File: src/irc_pkg.sv
// constants, register map and option codes of the initial-reset controller
// Behaviour
// reset comes from the pin, a key combination and a supply monitor
// pin low holds reset; pin high releases it and the cpu then runs
// every reset request is caught in a set/reset latch driving internal reset
// latch clears only in the high phase of the 16 Hz divided tick
// key option: 1 off, 2 all four keys, 3 keys 0-2, 4 keys 0-1
// selected keys all low trigger reset, other keys are ignored
// key request is accepted only after about 1.5 ms of low time
// the key low-time count advances only on low-speed oscillator ticks
// optional time qualifier demands the keys stay low for 1 s or more
// supply monitor holds reset until release level and below reset level
// monitor option selects 1.8, 1.6 or 1.4 volt pair, or not used
// with the monitor not used it never causes a reset
// initial reset loads the program counter with 0110H
// initial reset clears the interrupt and extension flags
// all interrupts masked until both stack pointers are written
// writing the extension register sets the extension flag
// after reset outputs drive high, bidir pins are inputs with pull-ups
// all enabled sources are ored together to set the latch
package irc_pkg;
    // register offsets on the plain register port
    localparam logic [7:0] IRC_ADR_STATUS = 8'h00;
    localparam logic [7:0] IRC_ADR_SPW    = 8'h04;
    localparam logic [7:0] IRC_ADR_SPN    = 8'h08;
    localparam logic [7:0] IRC_ADR_EXT    = 8'h0C;
    localparam logic [7:0] IRC_ADR_FLAGS  = 8'h10;
    localparam logic [7:0] IRC_ADR_OUT    = 8'h14;
    localparam logic [7:0] IRC_ADR_DIR    = 8'h18;
    // status field positions
    localparam int IRC_ST_RST  = 0;
    localparam int IRC_ST_SPW  = 1;
    localparam int IRC_ST_SPN  = 2;
    localparam int IRC_ST_IEN  = 3;
    localparam int IRC_ST_EXT  = 4;
    localparam int IRC_ST_INT  = 5;
    localparam int IRC_ST_KEY  = 6;
    localparam int IRC_ST_SUP  = 7;
    // values after reset
    localparam logic [15:0] IRC_PC_RST   = 16'h0110;
    localparam logic [3:0]  IRC_OUT_RST  = 4'hF;
    localparam logic [3:0]  IRC_DIR_RST  = 4'h0;
    localparam logic [3:0]  IRC_PULL_RST = 4'hF;
    // key option masks, index is option number
    localparam logic [3:0] IRC_KEY_M2 = 4'hF;
    localparam logic [3:0] IRC_KEY_M3 = 4'h7;
    localparam logic [3:0] IRC_KEY_M4 = 4'h3;
    // supply monitor thresholds in millivolts
    localparam int IRC_SUP_MV1 = 1800;
    localparam int IRC_SUP_MV2 = 1600;
    localparam int IRC_SUP_MV3 = 1400;
    // low-speed clock and divider
    localparam int IRC_OSC_HZ  = 32768;
    localparam int IRC_DIV_W   = 11;
    // key filter time and its count of oscillator ticks, rounded up
    localparam int IRC_FILT_US  = 1500;
    localparam int IRC_FILT_TCK =
        (IRC_FILT_US * IRC_OSC_HZ + 999999) / 1000000;
    // time qualifier least time in seconds
    localparam int IRC_AUTH_S   = 1;
    localparam int IRC_AUTH_TCK = IRC_AUTH_S * IRC_OSC_HZ;
endpackage

File: src/irc_top.sv
// initial-reset controller: sources, release latch, cpu reset state
//
// Added by the designer: the register addresses and strobed register access.
`timescale 1ns/100ps
`default_nettype none
module irc_top
    import irc_pkg::*;
#(
    parameter int KEY_OPT   = 1,
    parameter int SUP_OPT   = 4,
    parameter bit TIME_AUTH = 1'b0,
    parameter int AUTH_TCK  = IRC_AUTH_TCK
)
(
    input  wire logic        mclk_i,
    input  wire logic        srst_i,
    input  wire logic        reset_n_i,
    input  wire logic [3:0]  key_in_i,
    input  wire logic        low_speed_osc_i,
    input  wire logic        supply_low_i,
    input  wire logic        step_i,
    input  wire logic [7:0]  addr_i,
    input  wire logic [7:0]  wdata_i,
    input  wire logic        wr_i,
    input  wire logic        rd_i,
    output var  logic [7:0]  rdata_o,
    output var  logic        init_reset_o,
    output var  logic [15:0] pc_o,
    output var  logic        int_flag_o,
    output var  logic        ext_flag_o,
    output var  logic        int_allow_o,
    output var  logic [3:0]  out_pin_o,
    output var  logic [3:0]  bidir_oe_o,
    output var  logic [3:0]  bidir_pull_o,
    output var  logic [10:0] sup_level_mv_o
);
    // refuse option codes the logic has no meaning for
    initial
    begin
        if (KEY_OPT < 1 || KEY_OPT > 4)
            $error("irc_top: KEY_OPT must be 1 to 4");
        if (SUP_OPT < 1 || SUP_OPT > 4)
            $error("irc_top: SUP_OPT must be 1 to 4");
        if (AUTH_TCK < 2 || AUTH_TCK > 65535)
            $error("irc_top: AUTH_TCK out of range");
    end

    // ---- low-speed tick and 16 Hz divider ----
    logic                 osc_q_r;
    logic [IRC_DIV_W-1:0] div_r;
    logic [IRC_DIV_W-1:0] div_nxt;
    wire                  osc_tick_w;
    wire                  phase_hi_w;

    // rising edge of the slow clock; no edges means no counting
    assign osc_tick_w = low_speed_osc_i & ~osc_q_r;
    assign div_nxt    = div_r + IRC_DIV_W'(osc_tick_w);
    // top bit: 1024 ticks high, 1024 low, i.e. 16 Hz at 32.768 kHz
    assign phase_hi_w = div_r[IRC_DIV_W-1];

    always_ff @(posedge mclk_i)
    begin
        if (srst_i)
        begin
            osc_q_r <= 1'b0;
            div_r   <= '0;
        end
        else
        begin
            osc_q_r <= low_speed_osc_i;
            div_r   <= div_nxt;
        end
    end

    // ---- key combination source ----
    wire [3:0] key_mask_w;
    wire       keys_low_w;
    wire       filt_met_w;
    wire       auth_met_w;
    wire       key_req_w;

    // option 1 gives an empty mask, so nothing ever matches
    assign key_mask_w = (KEY_OPT == 2) ? IRC_KEY_M2 :
                        (KEY_OPT == 3) ? IRC_KEY_M3 :
                        (KEY_OPT == 4) ? IRC_KEY_M4 : 4'h0;
    // unselected keys are masked away
    assign keys_low_w = (key_mask_w != 4'h0) &&
                        ((~key_in_i & key_mask_w) == key_mask_w);

    // noise filter: about 1.5 ms of continuous low
    irc_lowtime
    #(
        .CNT_W (8),
        .COUNT (IRC_FILT_TCK)
    )
    u_filt
    (
        .mclk_i (mclk_i),
        .srst_i (srst_i),
        .tick_i (osc_tick_w),
        .cond_i (keys_low_w),
        .met_o  (filt_met_w)
    );

    // long-press qualifier counts on after the filter has passed
    irc_lowtime
    #(
        .CNT_W (16),
        .COUNT (AUTH_TCK)
    )
    u_auth
    (
        .mclk_i (mclk_i),
        .srst_i (srst_i),
        .tick_i (osc_tick_w),
        .cond_i (filt_met_w),
        .met_o  (auth_met_w)
    );

    assign key_req_w = TIME_AUTH ? auth_met_w : filt_met_w;

    // ---- supply monitor source ----
    wire sup_req_w;

    // the comparator itself is analog; only its verdict arrives here
    assign sup_req_w = (SUP_OPT != 4) && supply_low_i;

    // ---- reset latch ----
    logic rst_latch_r;
    wire  pin_req_w;
    wire  any_req_w;
    wire  latch_nxt;

    assign pin_req_w = ~reset_n_i;
    assign any_req_w = pin_req_w | key_req_w | sup_req_w;
    // set wins over the release phase, so no request is lost
    assign latch_nxt = any_req_w ? 1'b1 :
                       phase_hi_w ? 1'b0 : rst_latch_r;

    // latch comes up set so the chip starts in reset
    always_ff @(posedge mclk_i)
    begin
        if (srst_i)
            rst_latch_r <= 1'b1;
        else
            rst_latch_r <= latch_nxt;
    end

    // ---- register decode ----
    wire wr_spw_w;
    wire wr_spn_w;
    wire wr_ext_w;
    wire wr_flg_w;
    wire wr_out_w;
    wire wr_dir_w;
    wire sw_ok_w;

    // cpu-side writes are ignored while reset is held
    assign sw_ok_w  = wr_i && !rst_latch_r;
    assign wr_spw_w = sw_ok_w && (addr_i == IRC_ADR_SPW);
    assign wr_spn_w = sw_ok_w && (addr_i == IRC_ADR_SPN);
    assign wr_ext_w = sw_ok_w && (addr_i == IRC_ADR_EXT);
    assign wr_flg_w = sw_ok_w && (addr_i == IRC_ADR_FLAGS);
    assign wr_out_w = sw_ok_w && (addr_i == IRC_ADR_OUT);
    assign wr_dir_w = sw_ok_w && (addr_i == IRC_ADR_DIR);

    // ---- stack pointers and interrupt mask ----
    logic [7:0] spw_r;
    logic [7:0] spn_r;
    logic       spw_set_r;
    logic       spn_set_r;
    wire        both_set_w;

    assign both_set_w = spw_set_r & spn_set_r;

    // re-writing one pointer when both are set masks again
    // until the other one is written as well
    always_ff @(posedge mclk_i)
    begin
        if (srst_i || rst_latch_r)
        begin
            spw_set_r <= 1'b0;
            spn_set_r <= 1'b0;
        end
        else if (wr_spw_w)
        begin
            spw_set_r <= 1'b1;
            if (both_set_w)
                spn_set_r <= 1'b0;
        end
        else if (wr_spn_w)
        begin
            spn_set_r <= 1'b1;
            if (both_set_w)
                spw_set_r <= 1'b0;
        end
    end

    // pointer values themselves stay undefined at reset
    always_ff @(posedge mclk_i)
    begin
        if (wr_spw_w)
            spw_r <= wdata_i;
        if (wr_spn_w)
            spn_r <= wdata_i;
    end

    // ---- program counter and flags ----
    logic int_nxt;
    logic ext_nxt;

    // extension flag lives for one instruction; a write wins
    assign ext_nxt = wr_ext_w ? 1'b1 :
                     step_i ? 1'b0 : ext_flag_o;
    assign int_nxt = wr_flg_w ? wdata_i[0] : int_flag_o;

    always_ff @(posedge mclk_i)
    begin
        if (srst_i || rst_latch_r)
        begin
            pc_o       <= IRC_PC_RST;
            int_flag_o <= 1'b0;
            ext_flag_o <= 1'b0;
        end
        else
        begin
            if (step_i)
                pc_o <= pc_o + 16'h0001;
            int_flag_o <= int_nxt;
            ext_flag_o <= ext_nxt;
        end
    end

    // interrupts are allowed once both pointers are set, a cycle later
    always_ff @(posedge mclk_i)
    begin
        if (srst_i || rst_latch_r)
            int_allow_o <= 1'b0;
        else
            int_allow_o <= both_set_w;
    end

    // ---- port pins ----
    // pull-ups follow input mode; off once the pin is driven
    always_ff @(posedge mclk_i)
    begin
        if (srst_i || rst_latch_r)
        begin
            out_pin_o    <= IRC_OUT_RST;
            bidir_oe_o   <= IRC_DIR_RST;
            bidir_pull_o <= IRC_PULL_RST;
        end
        else
        begin
            if (wr_out_w)
                out_pin_o <= wdata_i[3:0];
            if (wr_dir_w)
            begin
                bidir_oe_o   <= wdata_i[3:0];
                bidir_pull_o <= ~wdata_i[3:0];
            end
        end
    end

    // ---- supply threshold report ----
    wire [10:0] sup_mv_w;

    // 0 means the monitor is not fitted
    assign sup_mv_w = (SUP_OPT == 1) ? 11'(IRC_SUP_MV1) :
                      (SUP_OPT == 2) ? 11'(IRC_SUP_MV2) :
                      (SUP_OPT == 3) ? 11'(IRC_SUP_MV3) : 11'h000;

    // internal reset output and the threshold report
    always_ff @(posedge mclk_i)
    begin
        if (srst_i)
        begin
            init_reset_o   <= 1'b1;
            sup_level_mv_o <= 11'h000;
        end
        else
        begin
            init_reset_o   <= rst_latch_r;
            sup_level_mv_o <= sup_mv_w;
        end
    end

    // ---- read path ----
    wire [7:0] status_w;
    wire [7:0] rd_mux_w;

    assign status_w[IRC_ST_RST] = rst_latch_r;
    assign status_w[IRC_ST_SPW] = spw_set_r;
    assign status_w[IRC_ST_SPN] = spn_set_r;
    assign status_w[IRC_ST_IEN] = both_set_w;
    assign status_w[IRC_ST_EXT] = ext_flag_o;
    assign status_w[IRC_ST_INT] = int_flag_o;
    assign status_w[IRC_ST_KEY] = key_req_w;
    assign status_w[IRC_ST_SUP] = sup_req_w;

    // unmapped addresses read as zero
    assign rd_mux_w =
        (addr_i == IRC_ADR_STATUS) ? status_w :
        (addr_i == IRC_ADR_SPW)    ? spw_r :
        (addr_i == IRC_ADR_SPN)    ? spn_r :
        (addr_i == IRC_ADR_FLAGS)  ? {7'h00, int_flag_o} :
        (addr_i == IRC_ADR_OUT)    ? {4'h0, out_pin_o} :
        (addr_i == IRC_ADR_DIR)    ? {4'h0, bidir_oe_o} : 8'h00;

    // read data stand only in the cycle after the strobe
    always_ff @(posedge mclk_i)
    begin
        if (srst_i || !rd_i)
            rdata_o <= 8'h00;
        else
            rdata_o <= rd_mux_w;
    end
endmodule
`default_nettype wire

File: src/irc_lowtime.sv
// counts low-speed ticks while a condition holds and flags the target
`timescale 1ns/100ps
`default_nettype none
module irc_lowtime
#(
    parameter int CNT_W = 16,
    parameter int COUNT = 50
)
(
    input  wire logic mclk_i,
    input  wire logic srst_i,
    input  wire logic tick_i,
    input  wire logic cond_i,
    output var  logic met_o
);
    initial
    begin
        if (COUNT < 1 || COUNT >= (1 << CNT_W))
            $error("irc_lowtime: COUNT does not fit CNT_W");
    end

    logic [CNT_W-1:0] cnt_r;
    logic [CNT_W-1:0] cnt_nxt;
    wire              last_w;

    // a single high bounce restarts the whole window
    assign last_w = (cnt_r == CNT_W'(COUNT - 1));
    assign cnt_nxt = !cond_i ? '0 :
                     (tick_i && !met_o) ? cnt_r + 1'b1 : cnt_r;

    // only oscillator ticks advance the count
    always_ff @(posedge mclk_i)
    begin
        if (srst_i || !cond_i)
        begin
            cnt_r <= '0;
            met_o <= 1'b0;
        end
        else
        begin
            cnt_r <= cnt_nxt;
            if (tick_i && last_w)
                met_o <= 1'b1;
        end
    end
endmodule
`default_nettype wire

File: config.mk
export PLATFORM = sky130hd
export DESIGN_NAME = irc_top
export DESIGN_NICKNAME = d
export VERILOG_FILES = /design/src/irc_pkg.sv /design/src/irc_top.sv /design/src/irc_lowtime.sv
export SDC_FILE = /design/constraint.sdc
export NUM_CORES = 1
export LEC_CHECK = 0
export BUFFER_PORTS_ARGS = -buffer_cell sky130_fd_sc_hd__buf_2
export CAP_MARGIN = 20
export CORE_MARGIN = 5
export CORE_UTILIZATION = 54
export CTS_BUF_LIST = sky130_fd_sc_hd__clkbuf_4
export CTS_CLUSTER_SIZE = 12
export DETAILED_ROUTE_END_ITERATION = 16
export PLACE_DENSITY = 0.81
export SETUP_SLACK_MARGIN = 0.4
export SLEW_MARGIN = 20
export SYNTH_ARGS = -nofsm -noshare
export SYNTH_HDL_FRONTEND = slang
export SYNTH_SLANG_ARGS = --single-unit
export TNS_END_PERCENT = 100
File: constraint.sdc
create_clock -name mclk_i -period 2.7 [get_ports mclk_i]
set_input_delay 0.54 -clock mclk_i [delete_from_list [all_inputs] [get_ports mclk_i]]
set_output_delay 0.54 -clock mclk_i [all_outputs]
set_load 0.01 [all_outputs]
[After elaboration in Yosys (flattened, before gate mapping)]
Cells that the tools add are included.
Operators by class
  multiplexer cells: 13
  add/sub/neg operators: 2
  bitwise operators: 5
  divide/modulo/power cells: 0
  shift-type cells: 0
  equality and inequality tests: 7
  $lt $le $gt $ge: 0
  multipliers: 0
  reductions and logical operators: 19
Operators by type and width (count)
  8-bit by 5-bit equality test with 1-bit output (second input constant): 3
  16-bit by 1-bit adder with 16-bit output (second input constant): 1
  8-bit by 4-bit equality test with 1-bit output (second input constant): 2
  8-bit two-way mux: 2
  4-bit two-way mux: 3
  11-bit by 1-bit adder with 11-bit output: 1
  8-bit by 3-bit equality test with 1-bit output (second input constant): 1
  8-bit logical NOT: 1
  1-bit logical AND: 7
  1-bit two-way mux: 7
  6-bit two-way mux: 1
  2-bit nonzero test: 3
  4-bit inverter: 1
  2-bit AND reduction: 2
  2-bit OR reduction: 2
  1-bit AND: 2
  1-bit logical NOT: 2
  1-bit logical OR: 2
  2-bit by 1-bit != test with 1-bit output (second input constant): 1
  1-bit inverter: 2
Storage, ports and cells
  bits in writable memories: 0
  ROM bits: 0
  register bits: 71
  memories kept: 0
  logic and storage cells: 63
  bits in latches: 0
  output and inout port bits: 51
  bits of input ports: 28

[Logic depth before layout (Yosys ltp)]
  depth in word-level cells: 7
  gate-level depth with buffers: 7
  mapped depth without buffers: 7

[Modules after synthesis]
From an unflattened synthesis, not the netlist that was laid out.
Second synthesis, totals
  cell total of the unflattened synthesis: 350
  area total of the unflattened synthesis: 3450.8 um^2
Modules (own cells, without submodules)
  irc_top: instances 1, area an instance 3010.4 um^2, sequential area each 1581.5 um^2, cells an instance 302
  irc_lowtime: instances 1, area an instance 440.4 um^2, sequential area each 180.2 um^2, cells an instance 48

[Least setup slack after synthesis]
Ideal clock, no wire load.
  path kind: input -> register
  from: input addr_i[5]
  to: register spn_r[0], enable pin
  cell stages on the path: 4
  path buffers: 1
  library setup time: 0.374 ns
  data arrival time: 2.001 ns
  data required time: 2.326 ns
  setup slack: 0.325 ns
  path through: or3_4 or4b_1 buf_2 nor2_1
On the way
  longest elaborated chain between the ends: 2
Ends and longest elaborated chain
  from (decl): RTL line irc_top.sv:22  | input wire logic [7:0] addr_i,
  8-bit by 4-bit equality test with 1-bit output: RTL line irc_top.sv:161  | assign wr_spn_w = sw_ok_w && (addr_i == IRC_ADR_SPN);
  1-bit logical AND: RTL line irc_top.sv:161
  net wr_spn_w: RTL line irc_top.sv:151  | wire wr_spn_w;
  to (signal assigned): RTL line irc_top.sv:205  | spn_r <= wdata_i;
  to (decl): RTL line irc_top.sv:169  | logic [7:0] spn_r;
The timed path passes the listed nets, and every way through them passes these cells.
A chain may end at the register's enable or synchronous reset.

[Final worst setup path]
  from: input addr_i[5]
  to: register ext_flag_o
On the way
  longest elaborated chain between the ends: 3
  elaborated cells on any way between the ends: 4
  classes of those cells: eq/ne: 1; mux: 1; reduce/logical: 2
Ends and longest elaborated chain
  8-bit by 4-bit equality test with 1-bit output *: RTL line irc_top.sv:162  | assign wr_ext_w = sw_ok_w && (addr_i == IRC_ADR_EXT);
  1-bit logical AND *: RTL line irc_top.sv:162
  1-bit two-way mux / 2-bit nonzero test (equally long branches)
  to (signal assigned): RTL line irc_top.sv:230  | ext_flag_o <= ext_nxt;
  to (decl): RTL line irc_top.sv:30  | output var logic ext_flag_o,
Every way passes the cells marked *; elsewhere a longest branch is shown, timed or not.

==> run_results.csv <==
group,metric,value,unit
status,status,"finished clean",
global_routing,grt_pass1_vias,2308,
power,leakagePower,1.31,nW
logic_synthesis,synth_cell_type_count,46,
logic_synthesis,synth_seq_cells,71,
setup_path,required,3030,ps
detailed_routing,drtAntennaViolNets,0,
cells_and_area,syn2layout_area_growth,17.5,%
cts,cts_made_buffers,9,
power,p_comb_share,4.1,%
logic_synthesis,synth_cells,299,
logic_synthesis,synth_top_area_share,37.5,%
hold_path,hold_class,"in -> reg",
timing,rsz0062_at_grt,"false",
timing,fin_ws,735,ps
die,io_pins,79,
timing,clock.fmax,0.509,GHz
timing,tightest_slew,668,ps
logic_synthesis,netlist_area,0.00294,mm2
timing,period_share,72.8,%
die,start_util,56.5,%
logic_synthesis,yosysSeqAreaShare,53.8,%
place,hpwl,4.62,mm
timing,min_period,1960,ps
global_routing,grt_pass1_wl,10.6,mm
die,die_h,83.8,um
timing,fin_setup_tns,0,ps
place,port_buffers,62,
setup_path,cp_max_fo,6,
global_routing,grt.overflow.total,0,
setup_path,path_cells,"buf_2 > or3_4 > or4b_1 > or3_1 > a21oi_1",
timing,hold_viol,0,
power,p_sw_share,20.6,%
logic_synthesis,async_flop_share,0,%
global_routing,grt_max_degree,27,
cts,postCtsHoldBufs,0,
power,pwr-share-seq,57.4,%
die,num_rows,26,
die,dieArea,0.00702,mm2
setup_path,cp-startpoint,"addr_i[5]",
detailed_routing,drc,0,
place,pre_cts_slack,341,ps
logic_synthesis,yosysWarnings,0,
setup_path,arrival,2300,ps
cells_and_area,nets,397,
detailed_routing,via_per_inst,5.33,
run,drv_cap,0,
detailed_routing,wl,6.32,mm
logic_synthesis,synth.most_common_cell,"dfxtp_1",
die,dieWidth,83.8,um
setup_path,crit_slowest_cell,"or4b_1",
setup_path,critPathLaunchType,"primary input",
logic_synthesis,netlist_top_cells_area,"dfxtp_1 (37%), edfxtp_1 (16%), nor2_1 (4.6%)",
detailed_routing,routedWlPerCell,14.3,um
setup_path,rr_worst_depth,3,
timing,maxSlewViolCount,0,
setup_path,crit_path_end,"ext_flag_o",
logic_synthesis,synth_top_area_cell,"dfxtp_1",
setup_path,reg2reg_to,"ext_flag_o",
cts,insertion_delay,410,ps
die,coreArea,0.00520,mm2
timing,slew_headroom,55.4,%
detailed_routing,vias,2351,
cts,cts_tree,"yes",
setup_path,end_kind,"flip-flop",
cells_and_area,antenna_cells,0,
cells_and_area,drive_gt1_share,24.5,%
global_routing,antenna_found_initial,0,
setup_path,crit_path_max_incr_delay,660,ps
power,intPower,1.51,mW
detailed_routing,firstDrtPassIters,4,
setup_path,critical_path_class,"in -> reg",
global_routing,grt_use_total,18.8,%
power,p_clk_share,38.5,%
power,p_sw,391,uW
timing,setup_viol,0,
setup_path,r2r_start,"rst_latch_r",
cts,cts_setup_buffers,0,
power,powerDensity,549,mW/mm2
cts,post_cts_resize_count,0,
place,gp_congestion,0.822,
power,ir_worst_vdd,0.000402,V
setup_path,r2r_setup_slack,1010,ps
logic_synthesis,synth.avg_cell_area,9.83,um2
cts,clock_sinks,71,
cts,h-tree-depth,3,
cts,root_buffer,"clkbuf_4",
cts,clk_path_buf_depth,2,
timing,skew,9.55,ps
timing,whs,309,ps
logic_synthesis,netlist_top_cells_count,"dfxtp_1 (55), nor2_1 (36), a21oi_1 (18), edfxtp_1 (16), nand3_1 (16)",
detailed_routing,initialDrtViolationCount,161,
logic_synthesis,synth_ff_type,"dfxtp_1",
logic_synthesis,synth-edff-count,16,
cts,clk_pin_slew,110,ps
## per-layer routing
metal	part of all wire, %	GRT usage, %	routed length, um	vias up
met5	0	0	0	-
li1	-	-	-	1185
met1	46	24.3	2930	1077
met2	45	28.6	2870	82
met3	6.5	4.94	411	7
met4	1.6	9.94	104	0
## sequential cells by signal, summed over array words and instances (netlist names), 4 cells and up
register,count
bidir_pull_o,4
rdata_o,8
bidir_oe_o,4
out_pin_o,4
spw_r,8
div_r,11
spn_r,8
pc_o,16
## layout make-up
class,instances,area (um2)
Timing Repair Buffer,68,355
Tap cell,70,87.6
Sequential cell,71,1580
Fill cell,444,1750
Multi-Input combinational cell,210,1250
Clock buffer,11,82.6
Clock inverter,5,72.6
Inverter,6,22.5
## metrics by stage
stage	total power, mW	cell area, um2	instances	utilization, %
2_1_floorplan	1.17	2980	309	-
3_3_place_gp	1.19	3300	425	63.4
3_5_place_dp	1.19	3300	425	63.4
4_1_cts	1.92	3450	441	66.4
5_1_grt	1.97	3450	441	66.4
6_report	1.90	3450	441	66.4
## critical path, delay by kind of cell
kind	cells	cell delay [ps]
AOI/OAI and AO/OA	1	170
buffers and inverters	1	100
and+or+nand+nor	3	1500
## power by group through the flow
stage               combinational (mW)  sequential, mW  clock (mW)
detailed placement              0.0762            1.11           0
floorplan                       0.0568            1.11           0
finish                          0.0780            1.09       0.731
CTS                             0.0767            1.09       0.751
global placement                0.0742            1.11           0
global route                    0.0869            1.09       0.789
## worst min path at each step
stage	startpoint	slack, ps	depth (start not counted)	to
after floorplan	spn_r[4]	450	2	rdata_o[4]
after global placement	bidir_pull_o[2]	440	1	bidir_pull_o[2]
after detailed placement	bidir_pull_o[3]	460	1	bidir_pull_o[3]
after CTS	reset_n_i	280	2	rst_latch_r
after global routing	wdata_i[4]	300	1	spn_r[4]
final	reset_n_i	310	2	rst_latch_r
## cells by family after synthesis
group	share of synthesized area, %
compound gates	10.6
xor+xnor	4.77
fa+ha+maj	1.28
buf+inv	5.02
flops	53.8
mux	2.43
other cells	0.128
simple gates	22.0
## cells in the final DEF (no fill, tap or decap), types with 3 or more instances in the layout
master    netlist  routed
a21oi_1        18      18
and4_1          3       3
buf_2           1      62
buf_4          11       6
clkbuf_4        0      11
clkinv_1        1       3
conb_1          1      11
dfxtp_1        55      55
edfxtp_1       16      16
ha_1            3       3
inv_1           5       5
mux2i_1         6       6
nand2_1        12      12
nand2b_1        4       4
nand3_1        16      16
nand3b_1        3       3
nand4_1         6       6
nor2_1         36      34
nor2b_1         7       7
nor3_1         12      12
o211ai_1        3       3
o21a_1          7       7
o21ai_0        12      12
or3_1           8       8
or4_1           3       3
xnor2_1         9       9
xor2_1          7       7
Note: power is estimated with default switching activity, not from simulation.
